==> src/verilog/timer16_pwm_pkg.sv <==
package timer16_pwm_pkg;
    // register byte addresses
    localparam logic [7:0]  ADDR_CTRL  = 8'h00;
    localparam logic [7:0]  ADDR_CMPA  = 8'h04;
    localparam logic [7:0]  ADDR_CMPB  = 8'h08;
    localparam logic [7:0]  ADDR_CAPT  = 8'h0C;
    localparam logic [7:0]  ADDR_CNT   = 8'h10;
    localparam logic [7:0]  ADDR_FLAG  = 8'h14;
    // control fields
    localparam int          CTRL_W     = 13;
    localparam int          WSEL_LSB   = 0;
    localparam int          ACTA_LSB   = 4;
    localparam int          ACTB_LSB   = 6;
    localparam int          PRE_LSB    = 8;
    localparam int          DIRA_BIT   = 11;
    localparam int          DIRB_BIT   = 12;
    localparam logic [12:0] CTRL_RST   = 13'h0000;
    // flag bits, slope bit is read only
    localparam int          FLG_OVF    = 0;
    localparam int          FLG_CMPA   = 1;
    localparam int          FLG_CMPB   = 2;
    localparam int          FLG_CAPT   = 3;
    localparam int          FLG_DOWN   = 4;
    // waveform select encodings
    localparam logic [3:0]  WS_PC8     = 4'h1;
    localparam logic [3:0]  WS_PC9     = 4'h2;
    localparam logic [3:0]  WS_PC10    = 4'h3;
    localparam logic [3:0]  WS_PC_CAPT = 4'hA;
    localparam logic [3:0]  WS_PC_CMPA = 4'hB;
    localparam logic [3:0]  WS_FP8     = 4'h5;
    localparam logic [3:0]  WS_FP9     = 4'h6;
    localparam logic [3:0]  WS_FP10    = 4'h7;
    localparam logic [3:0]  WS_FP_CAPT = 4'hE;
    localparam logic [3:0]  WS_FP_CMPA = 4'hF;
    localparam logic [1:0]  RES_8      = 2'h1;
    localparam logic [1:0]  RES_9      = 2'h2;
    localparam logic [15:0] TOP8       = 16'h00FF;
    localparam logic [15:0] TOP9       = 16'h01FF;
    localparam logic [15:0] TOP10      = 16'h03FF;
    localparam logic [15:0] BOTTOM     = 16'h0000;
    localparam logic [15:0] MAXV       = 16'hFFFF;
    localparam logic [15:0] CNT_ONE    = 16'h0001;
    // output actions
    localparam logic [1:0]  ACT_NONE   = 2'h0;
    localparam logic [1:0]  ACT_TOGGLE = 2'h1;
    localparam logic [1:0]  ACT_NONINV = 2'h2;
    localparam logic [1:0]  ACT_INV    = 2'h3;
    // prescale select and divide-minus-one values
    localparam logic [2:0]  PRE_STOP   = 3'h0;
    localparam logic [2:0]  PRE_SEL1   = 3'h1;
    localparam logic [2:0]  PRE_SEL8   = 3'h2;
    localparam logic [2:0]  PRE_SEL64  = 3'h3;
    localparam logic [2:0]  PRE_SEL256 = 3'h4;
    localparam logic [9:0]  DIV1_M1    = 10'h000;
    localparam logic [9:0]  DIV8_M1    = 10'h007;
    localparam logic [9:0]  DIV64_M1   = 10'h03F;
    localparam logic [9:0]  DIV256_M1  = 10'h0FF;
    localparam logic [9:0]  DIV1024_M1 = 10'h3FF;
    localparam logic [9:0]  PRE_ONE    = 10'h001;
    typedef enum logic [1:0] {ST_UP = 2'b01, ST_DOWN = 2'b10} slope_t;
endpackage : timer16_pwm_pkg

==> src/verilog/timer16_pwm.sv <==
//
// Overview of operation
// - fast mode: overflow flag at TOP
// - fast mode: TOP-source flag with overflow
// - fixed TOP masks compare write bits
// - unbuffered capture TOP may wrap past
// - fast mode: compare A loads at TOP
// - fast: clear on match, set at wrap
// - fast period is TOP+1 prescaled ticks
// - fast extremes: spike or constant level
// - channel A toggles on each match
// - dual slope count for selects 1,2,3,10,11
// - dual slope TOP by select value
// - TOP held one tick, then down
// - dual slope overflow flag at BOTTOM
// - dual slope buffers load at TOP
// - clear on up match, set down
// - output changes on both slope matches
// - dual slope period is twice TOP
// - dual slope extremes hold constant level
// - down slope old TOP, up new
// - fast mode selects 5,6,7,14,15 with TOP
// - action zero leaves output untouched
// - tick is an enable on one clock
//
// Chosen here: the APB interface to the registers and the register offsets.
`timescale 1ns/10ps
module timer16_pwm
    import timer16_pwm_pkg::*;
(
    input  wire logic        CORE_CLK,
    input  wire logic        RSTN,
    input  wire logic        PSEL,
    input  wire logic        PENABLE,
    input  wire logic        PWRITE,
    input  wire logic [7:0]  PADDR,
    input  wire logic [31:0] PWDATA,
    output logic      [31:0] PRDATA,
    output logic             PREADY,
    output logic             PSLVERR,
    output logic             WAVE_A_OUT,
    output logic             WAVE_A_OE_N,
    output logic             WAVE_B_OUT,
    output logic             WAVE_B_OE_N
);
    logic          rst_meta_q;
    logic          rst_n;
    logic [12:0]   ctrl_q;
    logic [15:0]   capt_q;
    logic [15:0]   cnt_q;
    logic [15:0]   cnt_d;
    logic [9:0]    pre_q;
    logic [3:0]    flag_q;
    logic [3:0]    flag_d;
    logic [31:0]   prdata_q;
    slope_t        slope_q;
    slope_t        slope_d;
    logic [15:0]   ocr_buf_q [2];
    logic [15:0]   ocr_act_q [2];
    logic [1:0]    wave_q;
    logic [1:0]    pin_q;
    logic [1:0]    oe_n_q;
    logic [1:0]    match;
    logic [1:0]    dir;
    logic [1:0]    act [2];

    // reset release through two stages
    always_ff @(posedge CORE_CLK or negedge RSTN) begin
        if (!RSTN) begin
            rst_meta_q <= 1'b0;
            rst_n      <= 1'b0;
        end else begin
            rst_meta_q <= 1'b1;
            rst_n      <= rst_meta_q;
        end
    end

    // bus decode
    wire       setup    = PSEL & ~PENABLE;
    wire       wr_en    = PSEL & PENABLE & PWRITE;
    wire       hit      = PADDR == ADDR_CTRL || PADDR == ADDR_CMPA
                       || PADDR == ADDR_CMPB || PADDR == ADDR_CAPT
                       || PADDR == ADDR_CNT  || PADDR == ADDR_FLAG;
    wire       ctrl_wr  = wr_en & (PADDR == ADDR_CTRL);
    wire       capt_wr  = wr_en & (PADDR == ADDR_CAPT);
    wire       cnt_wr   = wr_en & (PADDR == ADDR_CNT);
    wire       flag_wr  = wr_en & (PADDR == ADDR_FLAG);
    wire [1:0] cmp_wr   = {wr_en & (PADDR == ADDR_CMPB),
                           wr_en & (PADDR == ADDR_CMPA)};
    assign PREADY  = 1'b1;
    assign PSLVERR = PSEL & PENABLE & ~hit;
    assign PRDATA  = prdata_q;

    // control field decode
    wire [3:0] wsel     = ctrl_q[WSEL_LSB +: 4];
    wire [2:0] pre_sel  = ctrl_q[PRE_LSB +: 3];
    assign act[0] = ctrl_q[ACTA_LSB +: 2];
    assign act[1] = ctrl_q[ACTB_LSB +: 2];
    assign dir    = {ctrl_q[DIRB_BIT], ctrl_q[DIRA_BIT]};

    wire is_fast = wsel == WS_FP8 || wsel == WS_FP9 || wsel == WS_FP10
                || wsel == WS_FP_CAPT || wsel == WS_FP_CMPA;
    wire is_pc   = wsel == WS_PC8 || wsel == WS_PC9 || wsel == WS_PC10
                || wsel == WS_PC_CAPT || wsel == WS_PC_CMPA;
    wire pwm_on      = is_fast | is_pc;
    wire fixed_mode  = pwm_on & ~wsel[3];
    wire top_by_cmpa = pwm_on & wsel[3] & wsel[0];
    wire top_by_capt = pwm_on & wsel[3] & ~wsel[0];

    wire [15:0] fixed_top = (wsel[1:0] == RES_8) ? TOP8
                          : (wsel[1:0] == RES_9) ? TOP9 : TOP10;
    wire [15:0] top_w     = fixed_mode ? fixed_top
                          : (wsel[0] ? ocr_act_q[0] : capt_q);
    wire [15:0] wr_mask   = fixed_mode ? fixed_top : MAXV;
    wire [15:0] cmp_wdata = PWDATA[15:0] & wr_mask;

    wire [9:0] div_m1 = (pre_sel == PRE_SEL1)   ? DIV1_M1
                      : (pre_sel == PRE_SEL8)   ? DIV8_M1
                      : (pre_sel == PRE_SEL64)  ? DIV64_M1
                      : (pre_sel == PRE_SEL256) ? DIV256_M1 : DIV1024_M1;
    wire       run    = pre_sel != PRE_STOP;
    wire       tick   = run & (pre_q >= div_m1);

    always_ff @(posedge CORE_CLK or negedge rst_n) begin
        if (!rst_n) begin
            pre_q <= '0;
        end else begin
            pre_q <= (tick | ~run) ? '0 : pre_q + PRE_ONE;
        end
    end

    // counter stepping
    wire at_top  = cnt_q == top_w;
    wire at_bot  = cnt_q == BOTTOM;
    wire is_up   = slope_q == ST_UP;
    wire pc_top  = tick & is_pc & is_up & at_top;
    wire pc_bot  = tick & is_pc & ~is_up & at_bot;
    wire fp_top  = tick & is_fast & at_top;
    wire go_down = is_pc & (is_up ? at_top : ~at_bot);
    wire [15:0] cnt_inc = cnt_q + CNT_ONE;
    wire [15:0] cnt_dec = cnt_q - CNT_ONE;
    // capture TOP below count wraps via MAX
    wire [15:0] cnt_step = (is_fast & at_top) ? BOTTOM
                         : (go_down ? cnt_dec : cnt_inc);
    assign cnt_d = cnt_wr ? PWDATA[15:0]
                 : ((tick & pwm_on) ? cnt_step : cnt_q);

    always_comb begin
        slope_d = slope_q;
        case (slope_q)
            ST_UP:   if (pc_top) slope_d = ST_DOWN;
            ST_DOWN: if (pc_bot | ~is_pc) slope_d = ST_UP;
            default: slope_d = ST_UP;
        endcase
    end

    wire update_ev = fp_top | pc_top;
    wire ovf_ev    = fp_top | pc_bot;
    wire capt_ev   = update_ev & top_by_capt;
    wire cmpa_ev   = match[0] | (update_ev & top_by_cmpa);
    wire [3:0] set_v = {capt_ev, match[1], cmpa_ev, ovf_ev};
    wire [3:0] clr_v = flag_wr ? PWDATA[3:0] : 4'h0;
    // set wins over a same-cycle clear
    assign flag_d = (flag_q & ~clr_v) | set_v;

    always_ff @(posedge CORE_CLK or negedge rst_n) begin
        if (!rst_n) begin
            ctrl_q  <= CTRL_RST;
            capt_q  <= BOTTOM;
            cnt_q   <= BOTTOM;
            flag_q  <= 4'h0;
            slope_q <= ST_UP;
        end else begin
            if (ctrl_wr)
                ctrl_q <= PWDATA[CTRL_W-1:0];
            if (capt_wr)
                capt_q <= PWDATA[15:0];
            cnt_q   <= cnt_d;
            flag_q  <= flag_d;
            slope_q <= slope_d;
        end
    end

    // read data sampled in setup phase
    wire [31:0] rd_mux =
        (PADDR == ADDR_CTRL) ? {19'h0, ctrl_q}
      : (PADDR == ADDR_CMPA) ? {16'h0, ocr_buf_q[0]}
      : (PADDR == ADDR_CMPB) ? {16'h0, ocr_buf_q[1]}
      : (PADDR == ADDR_CAPT) ? {16'h0, capt_q}
      : (PADDR == ADDR_CNT)  ? {16'h0, cnt_q}
      : (PADDR == ADDR_FLAG) ? {27'h0, slope_q == ST_DOWN, flag_q}
      : 32'h0;

    always_ff @(posedge CORE_CLK or negedge rst_n) begin
        if (!rst_n) begin
            prdata_q <= 32'h0;
        end else if (setup) begin
            prdata_q <= rd_mux;
        end
    end

    // bottom counts as up, TOP as down, for dual slope extremes
    wire up_eff = at_bot | (is_up & ~at_top);

    genvar i;
    generate
        for (i = 0; i < 2; i++) begin : g_chan
            wire pol    = act[i] == ACT_INV;
            wire pwm_a  = act[i][1];
            wire toggle = (i == 0) && act[i] == ACT_TOGGLE;
            assign match[i] = tick & pwm_on & (cnt_q == ocr_act_q[i]);

            // buffer only while a PWM mode is selected, even with the prescaler stopped
            always_ff @(posedge CORE_CLK or negedge rst_n) begin
                if (!rst_n) begin
                    ocr_buf_q[i] <= BOTTOM;
                    ocr_act_q[i] <= BOTTOM;
                end else begin
                    if (cmp_wr[i])
                        ocr_buf_q[i] <= cmp_wdata;
                    if (update_ev)
                        ocr_act_q[i] <= ocr_buf_q[i];
                    else if (cmp_wr[i] & ~pwm_on)
                        ocr_act_q[i] <= cmp_wdata;
                end
            end

            always_ff @(posedge CORE_CLK or negedge rst_n) begin
                if (!rst_n) begin
                    wave_q[i] <= 1'b0;
                end else if (fp_top & pwm_a) begin
                    wave_q[i] <= ~pol;
                end else if (match[i] & pwm_a & is_fast) begin
                    wave_q[i] <= pol;
                end else if (match[i] & pwm_a & is_pc) begin
                    wave_q[i] <= up_eff ? pol : ~pol;
                end else if (match[i] & toggle) begin
                    wave_q[i] <= ~wave_q[i];
                end
            end

            always_ff @(posedge CORE_CLK or negedge rst_n) begin
                if (!rst_n) begin
                    pin_q[i]  <= 1'b0;
                    oe_n_q[i] <= 1'b1;
                end else begin
                    pin_q[i]  <= wave_q[i] & dir[i];
                    oe_n_q[i] <= ~dir[i];
                end
            end
        end
    endgenerate

    assign WAVE_A_OUT  = pin_q[0];
    assign WAVE_A_OE_N = oe_n_q[0];
    assign WAVE_B_OUT  = pin_q[1];
    assign WAVE_B_OE_N = oe_n_q[1];
endmodule : timer16_pwm

==> config.mk <==
export PLATFORM = sky130hd
export DESIGN_NAME = timer16_pwm
export DESIGN_NICKNAME = d
export VERILOG_FILES = /design/src/verilog/timer16_pwm_pkg.sv /design/src/verilog/timer16_pwm.sv
export SDC_FILE = /design/constraint.sdc
export NUM_CORES = 1
export LEC_CHECK = 0
export BUFFER_PORTS_ARGS = -buffer_cell sky130_fd_sc_hd__buf_2
export CAP_MARGIN = 10
export CORE_ASPECT_RATIO = 1.2
export CORE_UTILIZATION = 30
export CTS_CLUSTER_SIZE = 24
export DETAILED_ROUTE_END_ITERATION = 16
export PLACE_DENSITY = 0.53
export SYNTH_ARGS = -nofsm -noshare
export SYNTH_HDL_FRONTEND = slang
export SYNTH_SLANG_ARGS = --single-unit
==> constraint.sdc <==
create_clock -name CORE_CLK -period 9.8 [get_ports CORE_CLK]
set_input_delay 2.94 -clock CORE_CLK [delete_from_list [all_inputs] [get_ports CORE_CLK]]
set_output_delay 2.94 -clock CORE_CLK [all_outputs]
set_load 0.01 [all_outputs]
==> results list <==
- Outcome: completed
- Count of unique library cells instantiated by Yosys: 67
- Timing would allow up to between 100 and 150 MHz.
- Post-cts gate resize count: 0
- Setup skew after layout: 0.0149 ns
- The total area inside the core boundary comes to slightly below 0.03 mm^2.
* DRC: 0
* Proportion of synthesized area in mux cells: 0.107
* Arrival time of data at the critical path endpoint: ~3.9 ns
* R2R depth: 21
- After filler insertion, the fill cell instance count of the layout stands at between 3k and 4k.
- The number of setup buffers added after CTS is 0.
* Detailed-routing iteration count for the pre-antenna-repair pass: 6
- Across all layers, the routed design uses around 7.1k vias.
- Ratio of cells with drive above 1 in the final layout: 0.168
* Dominant register cell in the synthesized netlist: sky130_fd_sc_hd__dfrtp_1
* CP bufs+invs: 2
- Summing all multi-input logic gate instances after layout gives 0.00475 mm^2.
- Post-synthesis instance total: 940
* Transition at the pin with the smallest max-transition slack: 1.04 ns
* Sequential Area: 0.00374 mm^2
* Crit. End Element: output pin
- Measured along the x axis, the die boundary spans 159 um.
- Global Route Usage Sum: 0.183
- Power per cell area: ~150 mW/mm^2
* Clk_lat worst skew: between 0.4 and 0.5 ns
* Die span in y: 190 um
* Worst hold margin: 0.213 ns
- Final-layout setup total negative slack: 0 ns
- Buffers inserted to repair hold after CTS numbered 0.
* Number of nets in the layout: approximately 1.0k
* Routed Wire Length: approximately 27 mm
- Clock-pin slew was measured on the worst setup and hold paths at 0.07 ns.
- Buffers inserted during clock tree synthesis total 17.
- Before CTS, the worst setup slack after placement is roughly 3 ns.
- Count of final max-slew check failures: 0
- Cell leakage power: between 4 and 5 nW
- Dominant combinational cell family by area after synthesis: compound AO/OA/AOI/OAI gates
- GPL Wtd Cong: slightly below 0.9
* Clock sink total: about 150
* Required time of the critical path: roughly 6.9 ns
- In this run the remaining antenna-violating nets after routing total 0.
* Fraction of registers with async set/reset: 1.00
- The endpoint identified for the worst register-to-register timing path is cnt_q[15].
- Routed len/inst: around 20 um
- The worst register-to-register path has a setup slack of roughly 3.4 ns.
- 83 I/O pins were placed.
- In the global route stage, met2 resource usage came out at 0.305.
* Maximum fanout along the worst path: 5
- Antenna violations before repair: 0
* Worst-path cell with the longest stage delay: sky130_fd_sc_hd__nor3_1
- The HPWL after detailed placement is roughly 19 mm.
- Number of flops mapped to enable cells by yosys: 0
- Setup violations remaining at the end of the flow were counted as 0.
- Of the total synthesized cell area, the portion taken by full adders, half adders and majority gates is 0.0418.
- The first global-routing pass estimated 42.0 mm of wire.
* Total count of hold-check failures in the final report: 0
- 0 antenna diodes ended up in the layout.
* Delay contributed by the slowest stage of the critical path: ~0.24 ns
- The initialized floorplan defines 68 standard-cell rows.
* Yosys synthesis warning count: 0
* Xor and xnor area share after synthesis: 0.0603
- Post-Synthesis Cell Area: around 0.009 mm^2
- By startpoint and endpoint, the worst setup path is classified as in -> out.
- The H-tree was split into 4 levels.
* Critical path cell sequence: buf_2 -> nor3_1 -> nand2_1 -> a21oi_1 -> nor2_1 -> buf_2
* Start of the worst register-to-register path: ctrl_q[0]
- Via count of the first global-routing pass: ~6.8k
- Setup slack closes at between 3 and 4 ns.
- In the layout the commonest cells are sky130_fd_sc_hd__dfrtp_1 (145), sky130_fd_sc_hd__nand2_1 (111), sky130_fd_sc_hd__o21ai_0 (77).
- Maximum number of pins on one net before global-route repair: 65
- For this run, global-route usage on met3 was measured as 0.0235.
- # port buffers: 49
* Routed vias/inst: 5.21
- Summed over all layers, the global routing overflow is 0.
- Most common cell after layout, fill and taps aside: sky130_fd_sc_hd__dfrtp_1
- In this run the most used layer during global routing was met2.
* Worst slew margin: 0.306
- After synthesis the netlist holds a flip-flop and latch count of approximately 150.
- The routed design could run at a clock period as short as 6.79 ns.
- Layout Area Growth over Synthesis: 12.7%
* Clock tree from TritonCTS: yes
- The area fraction in compound gates after synthesis came to 0.176.
- Period utilization: 0.693
- Buffer type at the clock tree root: sky130_fd_sc_hd__clkbuf_16
* Initial Util: 0.306
- Met1 capacity usage during global routing: 0.236
- Die footprint: roughly 0.030 mm^2
* RSZ-0062 raised after global routing: no
* Worst min-delay path class: reg -> async
* Share of synthesized area occupied by flip-flops and latches: 0.421
* Worst vdd ir: just over 0.00009 V
* Number of max-cap violations: 0
- Starting DRT DRC Count: 559
* Synth Area per Inst: around 9.4 um^2
- Area fraction in and, or, nand and nor cells after synthesis: 0.142
* Kind of launch point of the worst setup path: primary input
* Top cell by count, worst path: sky130_fd_sc_hd__buf_2
- CP delay by family, top: simple AND/OR/NAND/NOR gates
* Maximum clock path buffer count: 2
[cell usage after synthesis (12+ instances only)]
master / number / share of area
sky130_fd_sc_hd__buf_4: 18 / 0.015
sky130_fd_sc_hd__dfrtp_1: 146 / 0.41
sky130_fd_sc_hd__xor2_1: 42 / 0.042
sky130_fd_sc_hd__a22oi_1: 17 / 0.014
sky130_fd_sc_hd__mux2_2: 54 / 0.069
sky130_fd_sc_hd__nand3_1: 12 / 0.0068
sky130_fd_sc_hd__a21oi_1: 67 / 0.038
sky130_fd_sc_hd__xnor2_1: 19 / 0.019
sky130_fd_sc_hd__nor2_1: 67 / 0.028
sky130_fd_sc_hd__nor4_1: 12 / 0.0085
sky130_fd_sc_hd__nand2_1: 111 / 0.047
sky130_fd_sc_hd__a22o_1: 16 / 0.016
sky130_fd_sc_hd__mux2i_1: 31 / 0.035
sky130_fd_sc_hd__nor3_1: 13 / 0.0073
sky130_fd_sc_hd__ha_1: 28 / 0.040
sky130_fd_sc_hd__inv_1: 17 / 0.0072
sky130_fd_sc_hd__clkbuf_1: 55 / 0.023
sky130_fd_sc_hd__o21ai_0: 77 / 0.043
[cell type report]
type,instances,area share
multi-input combinational,710,0.476
sequential,149,0.374
tap,385,0.0482
clock buffer,20,0.0447
timing repair buffer,62,0.0343
clock inverter,12,0.0164
inverter,18,0.00676
[per-layer routing]
metal | share of wire | routed length (um)
met1 | 0.42 | 11400
met2 | 0.49 | 13000
met3 | 0.049 | 1320
met4 | 0.039 | 1050
met5 | 0 | 0
[per-stage QoR]
stage          instance area, um^2  cells  utilization  power, mW
2_1_floorplan                 8920    956            -      0.748
3_3_place_gp                  9380   1324        0.324      0.787
3_5_place_dp                  9380   1324        0.324      0.789
4_1_cts                       9990   1356        0.345       1.48
5_1_grt                       9990   1356        0.345       1.52
6_report                      9990   1356        0.345       1.47
[state kept, by name, indices dropped and copies added (netlist names), 2 cells and up]
| register | cells |
|---|---|
| cnt_q | 16 |
| capt_q | 16 |
| ocr_act_q | 32 |
| ocr_buf_q | 32 |
| flag_q | 4 |
| slope_q | 2 |
| ctrl_q | 13 |
| wave_q | 2 |
| PRDATA | 16 |
| pre_q | 10 |
[where the power goes]
group | total [mW] | internal [mW] | switching [mW]
sequential | 0.635 | 0.624 | 0.0116
clock | 0.691 | 0.413 | 0.278
combinational | 0.142 | 0.0542 | 0.0875
[logic make-up (layout without fill, tap and decap cells)]
family,count (synthesis),in the layout
AOI/OAI and AO/OA,244,244
xor gates and xnor gates,61,61
adders and majority gates,29,29
buffers and inverters,97,112
DFF,149,149
muxes,87,87
other,2,18
and+or+nand+nor,271,271
[worst max-delay path by stage]
stage | start | to | slack, ns | cells past startpoint
floorplan | PADDR[3] | PSLVERR | 3.11 | 4
global placement | PADDR[7] | PSLVERR | 3.02 | 6
detailed placement | PADDR[7] | PSLVERR | 3.00 | 6
CTS | PADDR[7] | PSLVERR | 3.00 | 6
global route | PADDR[7] | PSLVERR | 2.89 | 6
finish | PADDR[7] | PSLVERR | 3.01 | 6
No activity file was read; power rests on OpenSTA's default activity.
